File: config.mk
export PLATFORM = sky130hd
export DESIGN_NAME = psr_ctrl
export DESIGN_NICKNAME = d
export VERILOG_FILES = /design/src/psr_pkg.sv /design/src/psr_reset_stretch.sv /design/src/psr_ctrl.sv
export SDC_FILE = /design/constraint.sdc
export NUM_CORES = 1
export LEC_CHECK = 0
export CAP_MARGIN = 15
export CORE_MARGIN = 2
export CORE_UTILIZATION = 30
export DETAILED_ROUTE_END_ITERATION = 6
export DONT_BUFFER_PORTS = 1
export MAX_ROUTING_LAYER = met4
export SLEW_MARGIN = 15
export SYNTH_ARGS = -nofsm -noshare
export SYNTH_HDL_FRONTEND = slang
export SYNTH_HIERARCHICAL = 1
export SYNTH_SLANG_ARGS = --single-unit
File: constraint.sdc
create_clock -name mclk -period 3.3 [get_ports mclk]
set_clock_uncertainty 0.1 [all_clocks]
set_input_delay 0.99 -clock mclk [delete_from_list [all_inputs] [get_ports mclk]]
set_output_delay 0.99 -clock mclk [all_outputs]
set_load 0.005 [all_outputs]
File: src/psr_pkg.sv
/*
  Shared constants and types for the power, sleep and reset control block.
  Assumes a single 100 MHz clock and a word-aligned Avalon-MM register port.
*/
`default_nettype none
package psr_pkg;
  // ==========================================================================
  // Register map
  localparam logic [7:0] PSC_IDX = 8'h35;
  localparam logic [7:0] MCG_IDX = 8'h36;
  localparam logic [9:0] PSC_ADDR = {PSC_IDX, 2'b00};
  localparam logic [9:0] MCG_ADDR = {MCG_IDX, 2'b00};
  localparam logic [7:0] PSC_RESET = 8'h00;
  localparam logic [7:0] MCG_RESET = 8'h00;
  // Synchroniser reset levels {por, external pin, brownout}; the pin idles high
  localparam logic [2:0] PIN_SYNC_RESET = 3'h2;
  // Bits stored as written; bits 7 and 2 go through the timed sequence
  localparam logic [7:0] PSC_PLAIN_MASK = 8'h7b;
  localparam logic [7:0] MCG_WR_MASK = 8'h0f;
  localparam int PSC_BRN_OFF_BIT = 7;
  localparam int PSC_SLEEP_EN_BIT = 5;
  localparam int PSC_SM_HI = 4;
  localparam int PSC_SM_LO = 3;
  localparam int PSC_UNLOCK_BIT = 2;
  localparam int MCG_TIMER1_BIT = 3;
  localparam int MCG_TIMER0_BIT = 2;
  localparam int MCG_SERIAL_BIT = 1;
  localparam int MCG_CONV_BIT = 0;
  // ==========================================================================
  // Timing
  localparam int CLK_MHZ = 100;
  localparam logic [2:0] BRN_OFF_WINDOW_CYC = 3'h4;
  localparam logic [2:0] BRN_OFF_DELAY_CYC = 3'h3;
  localparam logic [2:0] BRN_OFF_HOLD_CYC = 3'h3;
  localparam int EXT_MIN_PULSE_NS = 200;
  localparam int BRN_FILTER_NS = 100;
  localparam logic [4:0] EXT_MIN_CYC = 5'((EXT_MIN_PULSE_NS * CLK_MHZ + 999) / 1000);
  localparam logic [4:0] BRN_FILTER_CYC = 5'((BRN_FILTER_NS * CLK_MHZ + 999) / 1000);
  localparam logic [15:0] TOUT_SEL0_CYC = 16'h0010;
  localparam logic [15:0] TOUT_SEL1_CYC = 16'h0040;
  localparam logic [15:0] TOUT_SEL2_CYC = 16'h0100;
  localparam logic [15:0] TOUT_SEL3_CYC = 16'h1000;
  // ==========================================================================
  // Types
  typedef enum logic [1:0] {
    SM_IDLE = 2'h0,
    SM_NOISE_RED = 2'h1,
    SM_POWER_DOWN = 2'h2,
    SM_STANDBY = 2'h3
  } psr_sleep_mode_t;
  typedef enum logic [1:0] {
    ST_AWAKE = 2'h0,
    ST_ASLEEP = 2'h1,
    ST_WAKING = 2'h3
  } psr_pwr_state_t;
  typedef struct packed {
    logic timer1;
    logic timer0;
    logic serial;
    logic converter;
  } psr_gate_t;
  typedef struct packed {
    logic power_on;
    logic external;
    logic watchdog;
    logic brownout;
  } psr_rst_src_t;

  function automatic logic [15:0] psr_tout(input logic [1:0] sel);
    case (sel)
      2'h0: psr_tout = TOUT_SEL0_CYC;
      2'h1: psr_tout = TOUT_SEL1_CYC;
      2'h2: psr_tout = TOUT_SEL2_CYC;
      default: psr_tout = TOUT_SEL3_CYC;
    endcase
  endfunction
endpackage
`default_nettype wire

File: src/psr_reset_stretch.sv
/*
  Reset delay counter: holds the internal reset while any source is active
  and for a selectable number of cycles after the last one goes away.
  Assumes hold comes from logic on the same clock.
*/
`default_nettype none
module psr_reset_stretch (
  input wire logic mclk,
  input wire logic rst_n,
  input wire logic hold,
  input wire logic [15:0] tout_cycles,
  output logic stretch_active
);
  // ==========================================================================
  // Counter
  logic [15:0] cnt_q;
  logic [15:0] cnt_d;
  logic active_q;
  wire logic cnt_busy = (cnt_q != 16'h0000);

  assign cnt_d = hold ? tout_cycles : (cnt_busy ? cnt_q - 16'h0001 : cnt_q);

  always_ff @(posedge mclk) begin
    if (!rst_n) begin
      cnt_q <= 16'h0000;
      active_q <= 1'b1;
    end else begin
      cnt_q <= cnt_d;
      active_q <= hold | cnt_busy;
    end
  end

  assign stretch_active = active_q;
endmodule // psr_reset_stretch
`default_nettype wire

File: src/psr_ctrl.sv
/*
  Power, sleep and reset control: sleep control register with the timed
  brownout-off sequence, module clock gating register, reset source
  combining, reset stretching and the internal reference enable.
  Assumes the CPU core sits on mclk and pulses sleep_instr for the sleep
  instruction; fuse inputs are static; reset pins arrive asynchronously.
*/
// Chosen here: the Avalon-MM register port.
`default_nettype none
// Summary of operation
// - Off bit active after three, clears after three
// - Detector off only if sleeping inside window
// - Sleep only when sleep enable is set
// - Mode field: idle, noise, power-down, standby
// - Unlock bit gates setting of off bit
// - Gating register upper nibble reads zero
// - Gate bit 3 freezes timer 1
// - Gate bit 2 freezes timer 0
// - Gate bit 1 stops serial unit clock
// - Gate bit 0 stops converter clock
// - Reset loads register initial values, then fetch
// - Port reset is immediate, needs no clock
// - Delay counter stretches reset by fuse time
// - Four reset sources combine into internal reset
// - Long external low pulse causes reset
// - Filtered brownout resets at once, stretched release
// - Watchdog pulse one cycle, delay starts after
// - Reference on for detector, bandgap or converter
// - Gated module frozen, its registers blocked
module psr_ctrl (
  input wire logic mclk,
  input wire logic rst_n,
  input wire logic [9:0] avs_address,
  input wire logic avs_read,
  input wire logic avs_write,
  input wire logic [3:0] avs_byteenable,
  input wire logic [31:0] avs_writedata,
  output logic [31:0] avs_readdata,
  output logic avs_waitrequest,
  input wire logic sleep_instr,
  input wire logic wake_event,
  output logic sleep_active,
  output psr_pkg::psr_sleep_mode_t sleep_mode,
  output logic brn_disabled,
  output psr_pkg::psr_gate_t clock_gate,
  output psr_pkg::psr_gate_t periph_access_en,
  input wire logic por_n,
  input wire logic ext_reset_pin_n,
  input wire logic brownout_low,
  input wire logic brownout_fuse_enable,
  input wire logic watchdog_enable,
  input wire logic watchdog_timeout,
  input wire logic [1:0] startup_time_fuse,
  input wire logic comparator_bandgap_select,
  input wire logic converter_enable,
  output logic ref_enable,
  output logic io_reset_async,
  output logic int_reset,
  output psr_pkg::psr_rst_src_t reset_src,
  output logic fetch_reset_vector
);
  // ==========================================================================
  // Pin synchronisers: por_n, ext_reset_pin_n, brownout_low
  logic [2:0] pin_raw;
  logic [2:0] sync1_q;
  logic [2:0] sync2_q;
  assign pin_raw = {por_n, ext_reset_pin_n, brownout_low};

  genvar gi;
  generate
    for (gi = 0; gi < 3; gi++) begin : g_sync
      // Por resets to not-good so reset is stretched; the external pin
      // resets to its idle high level, else a false low follows reset
      always_ff @(posedge mclk) begin
        if (!rst_n) begin
          sync1_q[gi] <= psr_pkg::PIN_SYNC_RESET[gi];
          sync2_q[gi] <= psr_pkg::PIN_SYNC_RESET[gi];
        end else begin
          sync1_q[gi] <= pin_raw[gi];
          sync2_q[gi] <= sync1_q[gi];
        end
      end
    end
  endgenerate

  wire logic por_ok_s = sync2_q[2];
  wire logic ext_low_s = ~sync2_q[1];
  wire logic brn_low_s = sync2_q[0] & brownout_fuse_enable;

  // ==========================================================================
  // Reset sources
  logic [4:0] ext_cnt_q;
  logic [4:0] brn_cnt_q;
  logic wdt_prev_q;
  logic wdt_pulse_q;
  logic int_reset_d_q;
  logic stretch_active;
  logic brn_off_q;
  psr_pkg::psr_rst_src_t src;
  psr_pkg::psr_rst_src_t src_q;

  wire logic ext_hit = (ext_cnt_q == psr_pkg::EXT_MIN_CYC);
  wire logic brn_hit = (brn_cnt_q == psr_pkg::BRN_FILTER_CYC) & ~brn_off_q;
  wire logic wdt_hit = watchdog_timeout & watchdog_enable;

  // Short glitches on the pin never reach the counter end
  always_ff @(posedge mclk) begin
    if (!rst_n) begin
      ext_cnt_q <= 5'h00;
    end else if (!ext_low_s) begin
      ext_cnt_q <= 5'h00;
    end else if (!ext_hit) begin
      ext_cnt_q <= ext_cnt_q + 5'h01;
    end
  end

  always_ff @(posedge mclk) begin
    if (!rst_n) begin
      brn_cnt_q <= 5'h00;
    end else if (!brn_low_s) begin
      brn_cnt_q <= 5'h00;
    end else if (brn_cnt_q != psr_pkg::BRN_FILTER_CYC) begin
      brn_cnt_q <= brn_cnt_q + 5'h01;
    end
  end

  // One cycle pulse per time-out, even if the request is held longer
  always_ff @(posedge mclk) begin
    if (!rst_n) begin
      wdt_prev_q <= 1'b0;
      wdt_pulse_q <= 1'b0;
    end else begin
      wdt_prev_q <= wdt_hit;
      wdt_pulse_q <= wdt_hit & ~wdt_prev_q;
    end
  end

  assign src.power_on = ~por_ok_s;
  assign src.external = ext_hit;
  assign src.watchdog = wdt_pulse_q;
  assign src.brownout = brn_hit;
  wire logic src_any = |src;

  // Delay counts from the cycle after the watchdog pulse falls
  psr_reset_stretch u_stretch (
    .mclk(mclk),
    .rst_n(rst_n),
    .hold(src_any),
    .tout_cycles(psr_pkg::psr_tout(startup_time_fuse)),
    .stretch_active(stretch_active)
  );

  always_ff @(posedge mclk) begin
    if (!rst_n) begin
      src_q <= '0;
      int_reset_d_q <= 1'b1;
    end else begin
      src_q <= src;
      int_reset_d_q <= stretch_active;
    end
  end

  // Raw pins on purpose: ports must let go with no clock running
  assign io_reset_async = ~por_n | ~ext_reset_pin_n |
                          (brownout_low & brownout_fuse_enable & ~brn_off_q);
  assign int_reset = stretch_active;
  assign reset_src = src_q;
  assign fetch_reset_vector = int_reset_d_q & ~stretch_active;
  wire logic clr = ~rst_n | stretch_active;

  // ==========================================================================
  // Avalon-MM slave, one wait state per access
  logic ack_q;
  logic [31:0] rdata_q;
  logic [7:0] psc_q;
  logic [7:0] mcg_q;
  logic unlock_q;
  logic [2:0] window_q;
  logic [2:0] off_age_q;

  wire logic req = avs_read | avs_write;
  // A write with lane 0 off is acknowledged and dropped
  wire logic wr_take = avs_write & ack_q & avs_byteenable[0];
  wire logic hit_psc = (avs_address == psr_pkg::PSC_ADDR);
  wire logic hit_mcg = (avs_address == psr_pkg::MCG_ADDR);
  wire logic psc_wr = wr_take & hit_psc & ~clr;
  wire logic mcg_wr = wr_take & hit_mcg & ~clr;
  wire logic [7:0] wd = avs_writedata[7:0];
  wire logic off_bit = (off_age_q != 3'h0);
  wire logic [7:0] psc_rd = {off_bit, psc_q[6:3], unlock_q, psc_q[1:0]};
  wire logic [7:0] mcg_rd = mcg_q & psr_pkg::MCG_WR_MASK;
  wire logic [7:0] rd_mux = hit_psc ? psc_rd : (hit_mcg ? mcg_rd : 8'h00);

  always_ff @(posedge mclk) begin
    if (!rst_n) begin
      ack_q <= 1'b0;
      rdata_q <= 32'h0000_0000;
    end else begin
      ack_q <= req & ~ack_q;
      if (avs_read & ~ack_q) begin
        rdata_q <= {24'h00_0000, rd_mux};
      end
    end
  end

  assign avs_waitrequest = req & ~ack_q;
  assign avs_readdata = rdata_q;

  // ==========================================================================
  // Control register and timed brownout-off sequence
  wire logic arm = psc_wr & wd[psr_pkg::PSC_BRN_OFF_BIT] & wd[psr_pkg::PSC_UNLOCK_BIT];
  wire logic win_open = (window_q != 3'h0);
  wire logic commit = psc_wr & wd[psr_pkg::PSC_BRN_OFF_BIT] &
                      ~wd[psr_pkg::PSC_UNLOCK_BIT] & win_open;
  // Off bit lives six cycles; only the last three count for sleep
  wire logic off_last = (off_age_q == psr_pkg::BRN_OFF_DELAY_CYC + psr_pkg::BRN_OFF_HOLD_CYC);
  wire logic off_active = (off_age_q > psr_pkg::BRN_OFF_DELAY_CYC);

  always_ff @(posedge mclk) begin
    if (clr) begin
      psc_q <= psr_pkg::PSC_RESET;
    end else if (psc_wr) begin
      psc_q <= wd & psr_pkg::PSC_PLAIN_MASK;
    end
  end

  // Arming wins over the window running out in the same cycle
  always_ff @(posedge mclk) begin
    if (clr) begin
      window_q <= 3'h0;
      unlock_q <= 1'b0;
    end else if (arm) begin
      window_q <= psr_pkg::BRN_OFF_WINDOW_CYC;
      unlock_q <= 1'b1;
    end else if (commit) begin
      window_q <= 3'h0;
      unlock_q <= 1'b0;
    end else if (win_open) begin
      window_q <= window_q - 3'h1;
      unlock_q <= (window_q != 3'h1);
    end
  end

  always_ff @(posedge mclk) begin
    if (clr) begin
      off_age_q <= 3'h0;
    end else if (commit) begin
      off_age_q <= 3'h1;
    end else if (off_last) begin
      off_age_q <= 3'h0;
    end else if (off_bit) begin
      off_age_q <= off_age_q + 3'h1;
    end
  end

  // ==========================================================================
  // Sleep control
  psr_pkg::psr_pwr_state_t state_q;
  psr_pkg::psr_pwr_state_t state_d;
  psr_pkg::psr_sleep_mode_t mode_q;
  wire psr_pkg::psr_sleep_mode_t mode_sel =
    psr_pkg::psr_sleep_mode_t'(psc_q[psr_pkg::PSC_SM_HI:psr_pkg::PSC_SM_LO]);
  // Only power-down and standby may drop the detector
  wire logic deep_mode = (mode_sel == psr_pkg::SM_POWER_DOWN) |
                         (mode_sel == psr_pkg::SM_STANDBY);
  wire logic go_sleep = sleep_instr & psc_q[psr_pkg::PSC_SLEEP_EN_BIT];

  always_comb begin
    state_d = state_q;
    case (state_q)
      psr_pkg::ST_AWAKE: begin
        if (go_sleep) begin
          state_d = psr_pkg::ST_ASLEEP;
        end
      end
      psr_pkg::ST_ASLEEP: begin
        if (wake_event) begin
          state_d = psr_pkg::ST_WAKING;
        end
      end
      psr_pkg::ST_WAKING: begin
        state_d = psr_pkg::ST_AWAKE;
      end
      default: begin
        state_d = psr_pkg::ST_AWAKE;
      end
    endcase
  end

  always_ff @(posedge mclk) begin
    if (clr) begin
      state_q <= psr_pkg::ST_AWAKE;
      mode_q <= psr_pkg::SM_IDLE;
    end else begin
      state_q <= state_d;
      if (state_q == psr_pkg::ST_AWAKE && go_sleep) begin
        mode_q <= mode_sel;
      end
    end
  end

  // Detector comes back as the waking state ends
  always_ff @(posedge mclk) begin
    if (clr) begin
      brn_off_q <= 1'b0;
    end else if (state_q == psr_pkg::ST_AWAKE && go_sleep) begin
      brn_off_q <= off_active & deep_mode;
    end else if (state_q != psr_pkg::ST_ASLEEP) begin
      brn_off_q <= 1'b0;
    end
  end

  assign sleep_active = (state_q != psr_pkg::ST_AWAKE);
  assign sleep_mode = mode_q;
  assign brn_disabled = brn_off_q;

  // ==========================================================================
  // Module clock gating and reference enable
  always_ff @(posedge mclk) begin
    if (clr) begin
      mcg_q <= psr_pkg::MCG_RESET;
    end else if (mcg_wr) begin
      mcg_q <= wd & psr_pkg::MCG_WR_MASK;
    end
  end

  // Gating is an enable, so a module holds its state and resumes as it was
  assign clock_gate.timer1 = mcg_q[psr_pkg::MCG_TIMER1_BIT];
  assign clock_gate.timer0 = mcg_q[psr_pkg::MCG_TIMER0_BIT];
  assign clock_gate.serial = mcg_q[psr_pkg::MCG_SERIAL_BIT];
  assign clock_gate.converter = mcg_q[psr_pkg::MCG_CONV_BIT];
  assign periph_access_en = ~clock_gate;

  // Start-up wait is left to software
  assign ref_enable = brownout_fuse_enable | comparator_bandgap_select |
                      converter_enable;
endmodule // psr_ctrl
`default_nettype wire

==> results of run 1 <==
Yosys cell counts (4+ instances only):
cell type	count
buf_4	24
mux2i_1	11
nor3b_1	4
o21ai_0	15
or3_1	4
nor2_1	40
inv_1	18
ha_1	12
nor2b_1	10
and4b_1	6
nand4b_1	4
nand2b_1	9
nand2_1	27
a221oi_1	4
nand3_1	18
xor2_1	7
o211a_1	6
clkbuf_1	9
dfxtp_1	71
a21oi_1	19
and2_1	10
xnor2_1	12
nor3_1	8
worst register-to-register path, delay by kind of cell (launching register included):
kind                     cells  cell delay (ns)
AND/OR/NAND/NOR              5             1.73
flip-flops                   1             0.39
adder cells (fa/ha/maj)      1             0.19
AO/OA/AOI/OAI                1             0.11
buffers and inverters        1             0.06
cell usage in the layout, fill, tap and decap left out, drive strengths merged, types with 9 or more instances in the layout:
cell / n
dfxtp: 71
nor2: 40
conb: 36
nand2: 28
a21oi: 19
inv: 19
nand3: 18
o21ai: 15
clkbuf: 13
xnor2: 12
ha: 12
mux2i: 11
and2: 11
nor2b: 10
nand2b: 9
layer usage:
layer  wire length, um  up-vias  GRT usage (%)
li1                  -     1299              -
met1              3190     1165           14.0
met2              3250       86           19.4
met3               408       11           2.94
met4               171        0           6.91
met5                 0        -              -
worst min-delay path by stage:
stage / start / to / slack, ns
2_1_floorplan: wdt_prev_q / wdt_pulse_q / 0.27
3_3_place_gp: wdt_prev_q / wdt_pulse_q / 0.28
3_5_place_dp: wdt_prev_q / wdt_pulse_q / 0.28
4_1_cts: wdt_prev_q / wdt_pulse_q / 0.29
5_1_grt: wdt_prev_q / wdt_pulse_q / 0.30
6_report: wdt_prev_q / wdt_pulse_q / 0.28
cell families (layout without fill, tap and decap cells):
family,Yosys count,after routing,share of synthesized area [%]
adders and majority gates,12,12,4.32
xor gates and xnor gates,19,19,4.79
and+or+nand+nor,159,159,26.6
muxes,11,11,3.17
buffers and inverters,55,36,8.89
AOI/OAI and AO/OA,60,60,11.2
other,1,36,0.108
DFF,71,71,40.9
metrics by stage:
| stage | cell area (um2) | total power, W |
|---|---|---|
| floorplan | 3610 | 0.00104 |
| global placement | 3560 | 0.00104 |
| detailed placement | 3560 | 0.00104 |
| CTS | 3880 | 0.00211 |
| global route | 3880 | 0.00216 |
| finish | 3880 | 0.00207 |
sequential cells by signal, summed over array words and instances, names as in the netlist, 2 cells and up:
signal / flops
u_stretch/cnt_q: 16
avs_readdata: 8
psc_q: 6
brn_cnt_q: 5
ext_cnt_q: 5
mcg_q: 4
reset_src: 4
off_age_q: 3
sync1_q: 3
window_q: 3
sleep_mode: 2
state_q: 2
sync2_q: 2
report_power, final:
part / leakage (nW) / switching [W] / total, W / internal, W
combinational: 0.796 / 0.0000633 / 0.000118 / 0.0000542
clock: 0.160 / 0.000352 / 0.00105 / 0.000702
sequential: 0.579 / 0.0000213 / 0.000903 / 0.000881
total: 1.54 / 0.000437 / 0.00207 / 0.00164
layout make-up:
type	instances	share of cell area [%]
clock buffer	13	6.70
multi-input combinational	297	48.3
tap	143	4.61
clock inverter	3	1.68
inverter	19	1.90
timing repair buffer	1	0.193
sequential	71	36.6
==> impl_metrics.yaml, run 1 <==
run_status:
  status: "completed"
global_route:
  largest_net_degree_at_the_start_of_global_routing: 30
  globalRoute.totalOverflow: 0
  grt_antenna_before_repair: 0
  global_route_wire_length_before_repair_um: 11700
  grtUsageTotal_pct: 12.2
  vias_in_the_first_global_route: 2458
placed_design:
  dp.cells: 531
  dp_hpwl_um: 5220
  portBuffers: 0
  gp_congestion: 0.775
  place_worst_setup_slack_ns: 0.612
detailed_routing:
  dr.pass1.iters: 4
  detailroute.via_count: 2561
  route.final.wire_length_um: 7020
  drcViolationCount: 0
  route.detailed.wl_per_inst_um: 12.8
  number_of_nets_with_antenna_violations_after_routing: 0
  via_per_inst: 4.68
  drt_iter0_drc: 96
worst_setup_path:
  reg2reg_end: "u_stretch/cnt_q[9]"
  timing.critical_path.cells: "inv_1, ha_1, nand4bb_1, nor2_1, or4b_2, or3_1, and2_4, o211a_1"
  critPathKind: "flip-flop to flip-flop"
  worst-endpoint-arrival_ns: 2.79
  largest_fanout_on_the_critical_path: 5
  critical_path.startpoint_type: "flip-flop"
  critical-path-max-stage-delay_ns: 0.69
  critPathBufInv: 1
  worstPathRequired_ns: 3.42
  setup.worst_path.start: "brn_cnt_q[0]"
  worst_setup_path_end_kind: "flip-flop"
  reg2reg_setup_slack_ns: 0.63
  critical_path.top_delay_family: "simple AND/OR/NAND/NOR gates"
  worst_reg2reg_path_startpoint: "brn_cnt_q[0]"
  number_of_cells_on_the_critical_path: 8
  timing.critical_path.slowest_stage_cell: "or4b_2"
  worst-r2r-cell-count: 8
  endpoint_of_the_most_critical_setup_path: "u_stretch/cnt_q[9]"
cells_and_area:
  area_of_combinational_cells_with_multiple_inputs_um2: 1880
  antenna-diode-count: 0
  seq_area_um2: 1420
  layout.core_utilization_pct: 34.1
  nFillCells: 1182
  layout-drive-gt1-share_pct: 7.18
  areaGrowthSynthToFinish_pct: 11.7
  finalNetCount: 473
  stdcell_count: 547
synthesis:
  synth-edff-count: 0
  synth_warnings: 6
  syn_inst: 388
  ys_async_sr_fraction_pct: 0
  share_of_the_yosys_chip_area_belonging_to_registers_pct: 40.9
  post_synth_num_cell_types: 55
  synthTopCellsByArea: "dfxtp_1, buf_4, ha_1"
  synth.ff_latch_count: 71
  post-synth-top-area-cell: "dfxtp_1"
  synth_area_per_cell_um2: 8.96
  synth_area_um2: 3470
  yosysTopAreaCellShare_pct: 40.9
  synth_ff_type: "dfxtp_1"
clock_network:
  cts.htree.levels: 3
  clk_transition_reported_paths_ns: 0.06
  clock_tree_from_tritoncts: "built"
  root_cell_of_the_clock_tree: "clkbuf_16"
  tritoncts.num_buffers: 9
  cts_num_sinks: 71
  cts_resized: 0
  insertion_delay_ns: 0.33
  post_cts_buffers: 0
  hold_buffers: 0
  cts.path.max_buffers: 2
sta:
  timing.max_slew.rel_slack_pct: 58.4
  fin_worst_hold_slack_ns: 0.281
  post_route_minimum_period_ns: 2.67
  setup-tns-final_ns: 0
  timing_worst_slew_pin_value_ns: 0.623
  report.final.setup_viol: 0
  timing.final.hold_violations: 0
  post-route-worst-setup-slack_ns: 0.630
  grt_setup_unrepaired: "no"
  drv_slew: 0
  layout_worst_path_cycle_share_pct: 80.9
  max_clock_freq_mhz: 375
die:
  die_area_um2: 12500
  area_of_the_core_region_um2: 11400
  initial_utilization_pct: 30.6
  io-pin-count: 115
  die-height_um: 112
  width_of_the_die_um: 112
  std_cell_rows: 39
pwr:
  power_density_nw_per_um2: 534
  max-vdd-ir-drop_uv: 270
  power.leakage_nw: 1.54
flow_run:
  timing.max_cap.violations: 0
worst_hold_path:
  hold_depth: 1
  min-delay-path-class: "flip-flop to flip-flop"
Power figures use the tool's default switching activity.
==> run 2: changes to the inputs <==
Clock period 3.3 ns to 2.23 ns, I/O delays scaled along.
==> run 2 against run 1 <==
  * Fmax rose by 22%
  * Power is 46% higher
  * First-iteration DRC count decreased by 9.4%
  * Critical path type unchanged
  * Utilization rose by 1.4 points
==> impl_metrics.yaml, run 2 (same netlist as run 1, synthesis figures left out) <==
worst_hold_path:
  min-delay-path-class: "flip-flop to flip-flop"
  hold_depth: 1
cells_and_area:
  largest_register_ffs: 16
  final_common_cell: "dfxtp_1"
  finalNetCount: 491
  stdcell_count: 565
  most-common-layout-cells: "dfxtp_1, nor2_1, conb_1"
  layout-drive-gt1-share_pct: 13.5
  layout.core_utilization_pct: 35.5
  areaGrowthSynthToFinish_pct: 16.3
  regMostFlops: "u_stretch/cnt_q"
  antenna-diode-count: 0
clock_network:
  cts.htree.levels: 3
  clock_tree_from_tritoncts: "built"
  tritoncts.num_buffers: 9
  root_cell_of_the_clock_tree: "clkbuf_16"
  cts_num_sinks: 71
  hold_buffers: 0
  cts.path.max_buffers: 2
  clk_transition_reported_paths_ns: 0.06
  insertion_delay_ns: 0.33
sta:
  post_route_minimum_period_ns: 2.19
  report.final.setup_viol: 0
  drv_slew: 0
  timing.final.hold_violations: 0
  grt_setup_unrepaired: "yes"
  max_clock_freq_mhz: 457
  setup-tns-final_ns: 0
  layout_worst_path_cycle_share_pct: 98.1
  post-route-worst-setup-slack_ns: 0.0414
pwr:
  max-vdd-ir-drop_uv: 500
  power_density_nw_per_um2: 752
  netSwitchingFraction_pct: 22.1
  seq_power_share_pct: 44.0
  power.leakage_nw: 1.63
  p_switching_w: 0.000671
  total_power_w: 0.00304
  power_frac_clock_pct: 49.7
  comb_power_share_pct: 6.3
  power.internal_w: 0.00237
worst_setup_path:
  worst_setup_path_end_kind: "flip-flop"
  number_of_cells_on_the_critical_path: 8
  critPathKind: "flip-flop to flip-flop"
  worstPathRequired_ns: 2.36
  critical_path.top_delay_family: "simple AND/OR/NAND/NOR gates"
  worst-endpoint-arrival_ns: 2.32
  worst-r2r-cell-count: 8
  timing.critical_path.slowest_stage_cell: "or4b_4"
  largest_fanout_on_the_critical_path: 5
  timing.critical_path.cells: "inv_2, ha_4, nand4bb_1, nor2_2, or4b_4, or3_4, and2_4, o211a_1"
  critical_path.startpoint_type: "flip-flop"
  critPathBufInv: 1
  critical-path-max-stage-delay_ns: 0.54
die:
  initial_utilization_pct: 30.6
  width_of_the_die_um: 112
  io-pin-count: 115
  std_cell_rows: 39
  area_of_the_core_region_um2: 11400
  die-height_um: 112
  die_area_um2: 12500
placed_design:
  portBuffers: 0
  gp_congestion: 0.809
  dp.cells: 548
  place_worst_setup_slack_ns: -0.00285
  dp_hpwl_um: 5500
detailed_routing:
  detailroute.wirelength.met2_um: 3490
  metal1_wirelength_um: 3470
  drcViolationCount: 0
  number_of_nets_with_antenna_violations_after_routing: 0
  met3RoutedLength_um: 350
  dr.pass1.iters: 4
  route.final.wire_length_um: 7410
  via_per_inst: 4.64
  detailroute.via_count: 2621
  top_layer_used: "met4"
  route.detailed.wl_per_inst_um: 13.1
  drt_iter0_drc: 87
global_route:
  global_route_wire_length_before_repair_um: 12300
  grt_antenna_before_repair: 0
  globalRoute.totalOverflow: 0
  grtUsageTotal_pct: 12.7
  vias_in_the_first_global_route: 2481
  largest_net_degree_at_the_start_of_global_routing: 30
flow_run:
  timing.max_cap.violations: 0
run_status:
  status: "completed"
run 2: per-layer routing:
metal	vias up	track usage [%]
li1	1332	-
met1	1211	15.3
met2	67	20.1
met3	11	4.25
met4	0	3.95
met5	-	-
run 2: area by class of cell:
| cell class | count | area (um2) |
|---|---|---|
| sequential | 71 | 1430 |
| fill | 1160 | 7330 |
| multi-input combinational | 297 | 1910 |
| inverter | 19 | 73.8 |
| clock inverter | 7 | 87.6 |
| tap | 143 | 179 |
| clock buffer | 9 | 225 |
| timing repair buffer | 19 | 143 |
run 2: repair_timing:
item / 4_1_cts / 5_1_grt
gates resized for setup: 1 / 7
pin swaps: 0 / 7
buffers inserted: 0 / 1
setup endpoints to repair: 6 / 14
hold endpoints to repair: 0 / 0
run 2: metrics by stage:
| stage | hold WS (ns) | instance area [um2] |
|---|---|---|
| detailed placement | 0.285 | 3690 |
| finish | 0.292 | 4040 |
| global route | 0.287 | 4040 |
| global placement | 0.280 | 3690 |
| CTS | 0.290 | 4010 |
| floorplan | 0.267 | 3610 |
run 2: worst paths after layout:
path | start | end | slack [ns]
worst max-delay path | brn_cnt_q[0] | u_stretch/cnt_q[11] | 0.04
worst min-delay path | wdt_prev_q | wdt_pulse_q | 0.29
worst max register to register | brn_cnt_q[0] | u_stretch/cnt_q[11] | 0.04
worst min register to register | wdt_prev_q | wdt_pulse_q | 0.29
run 2: power groups by stage:
stage               sequential [W]  clock [W]  combinational (W)
floorplan                  0.00136          0           0.000185
global placement           0.00136          0           0.000187
detailed placement         0.00136          0           0.000190
CTS                        0.00134    0.00154           0.000193
global route               0.00134    0.00160           0.000218
finish                     0.00133    0.00151           0.000192
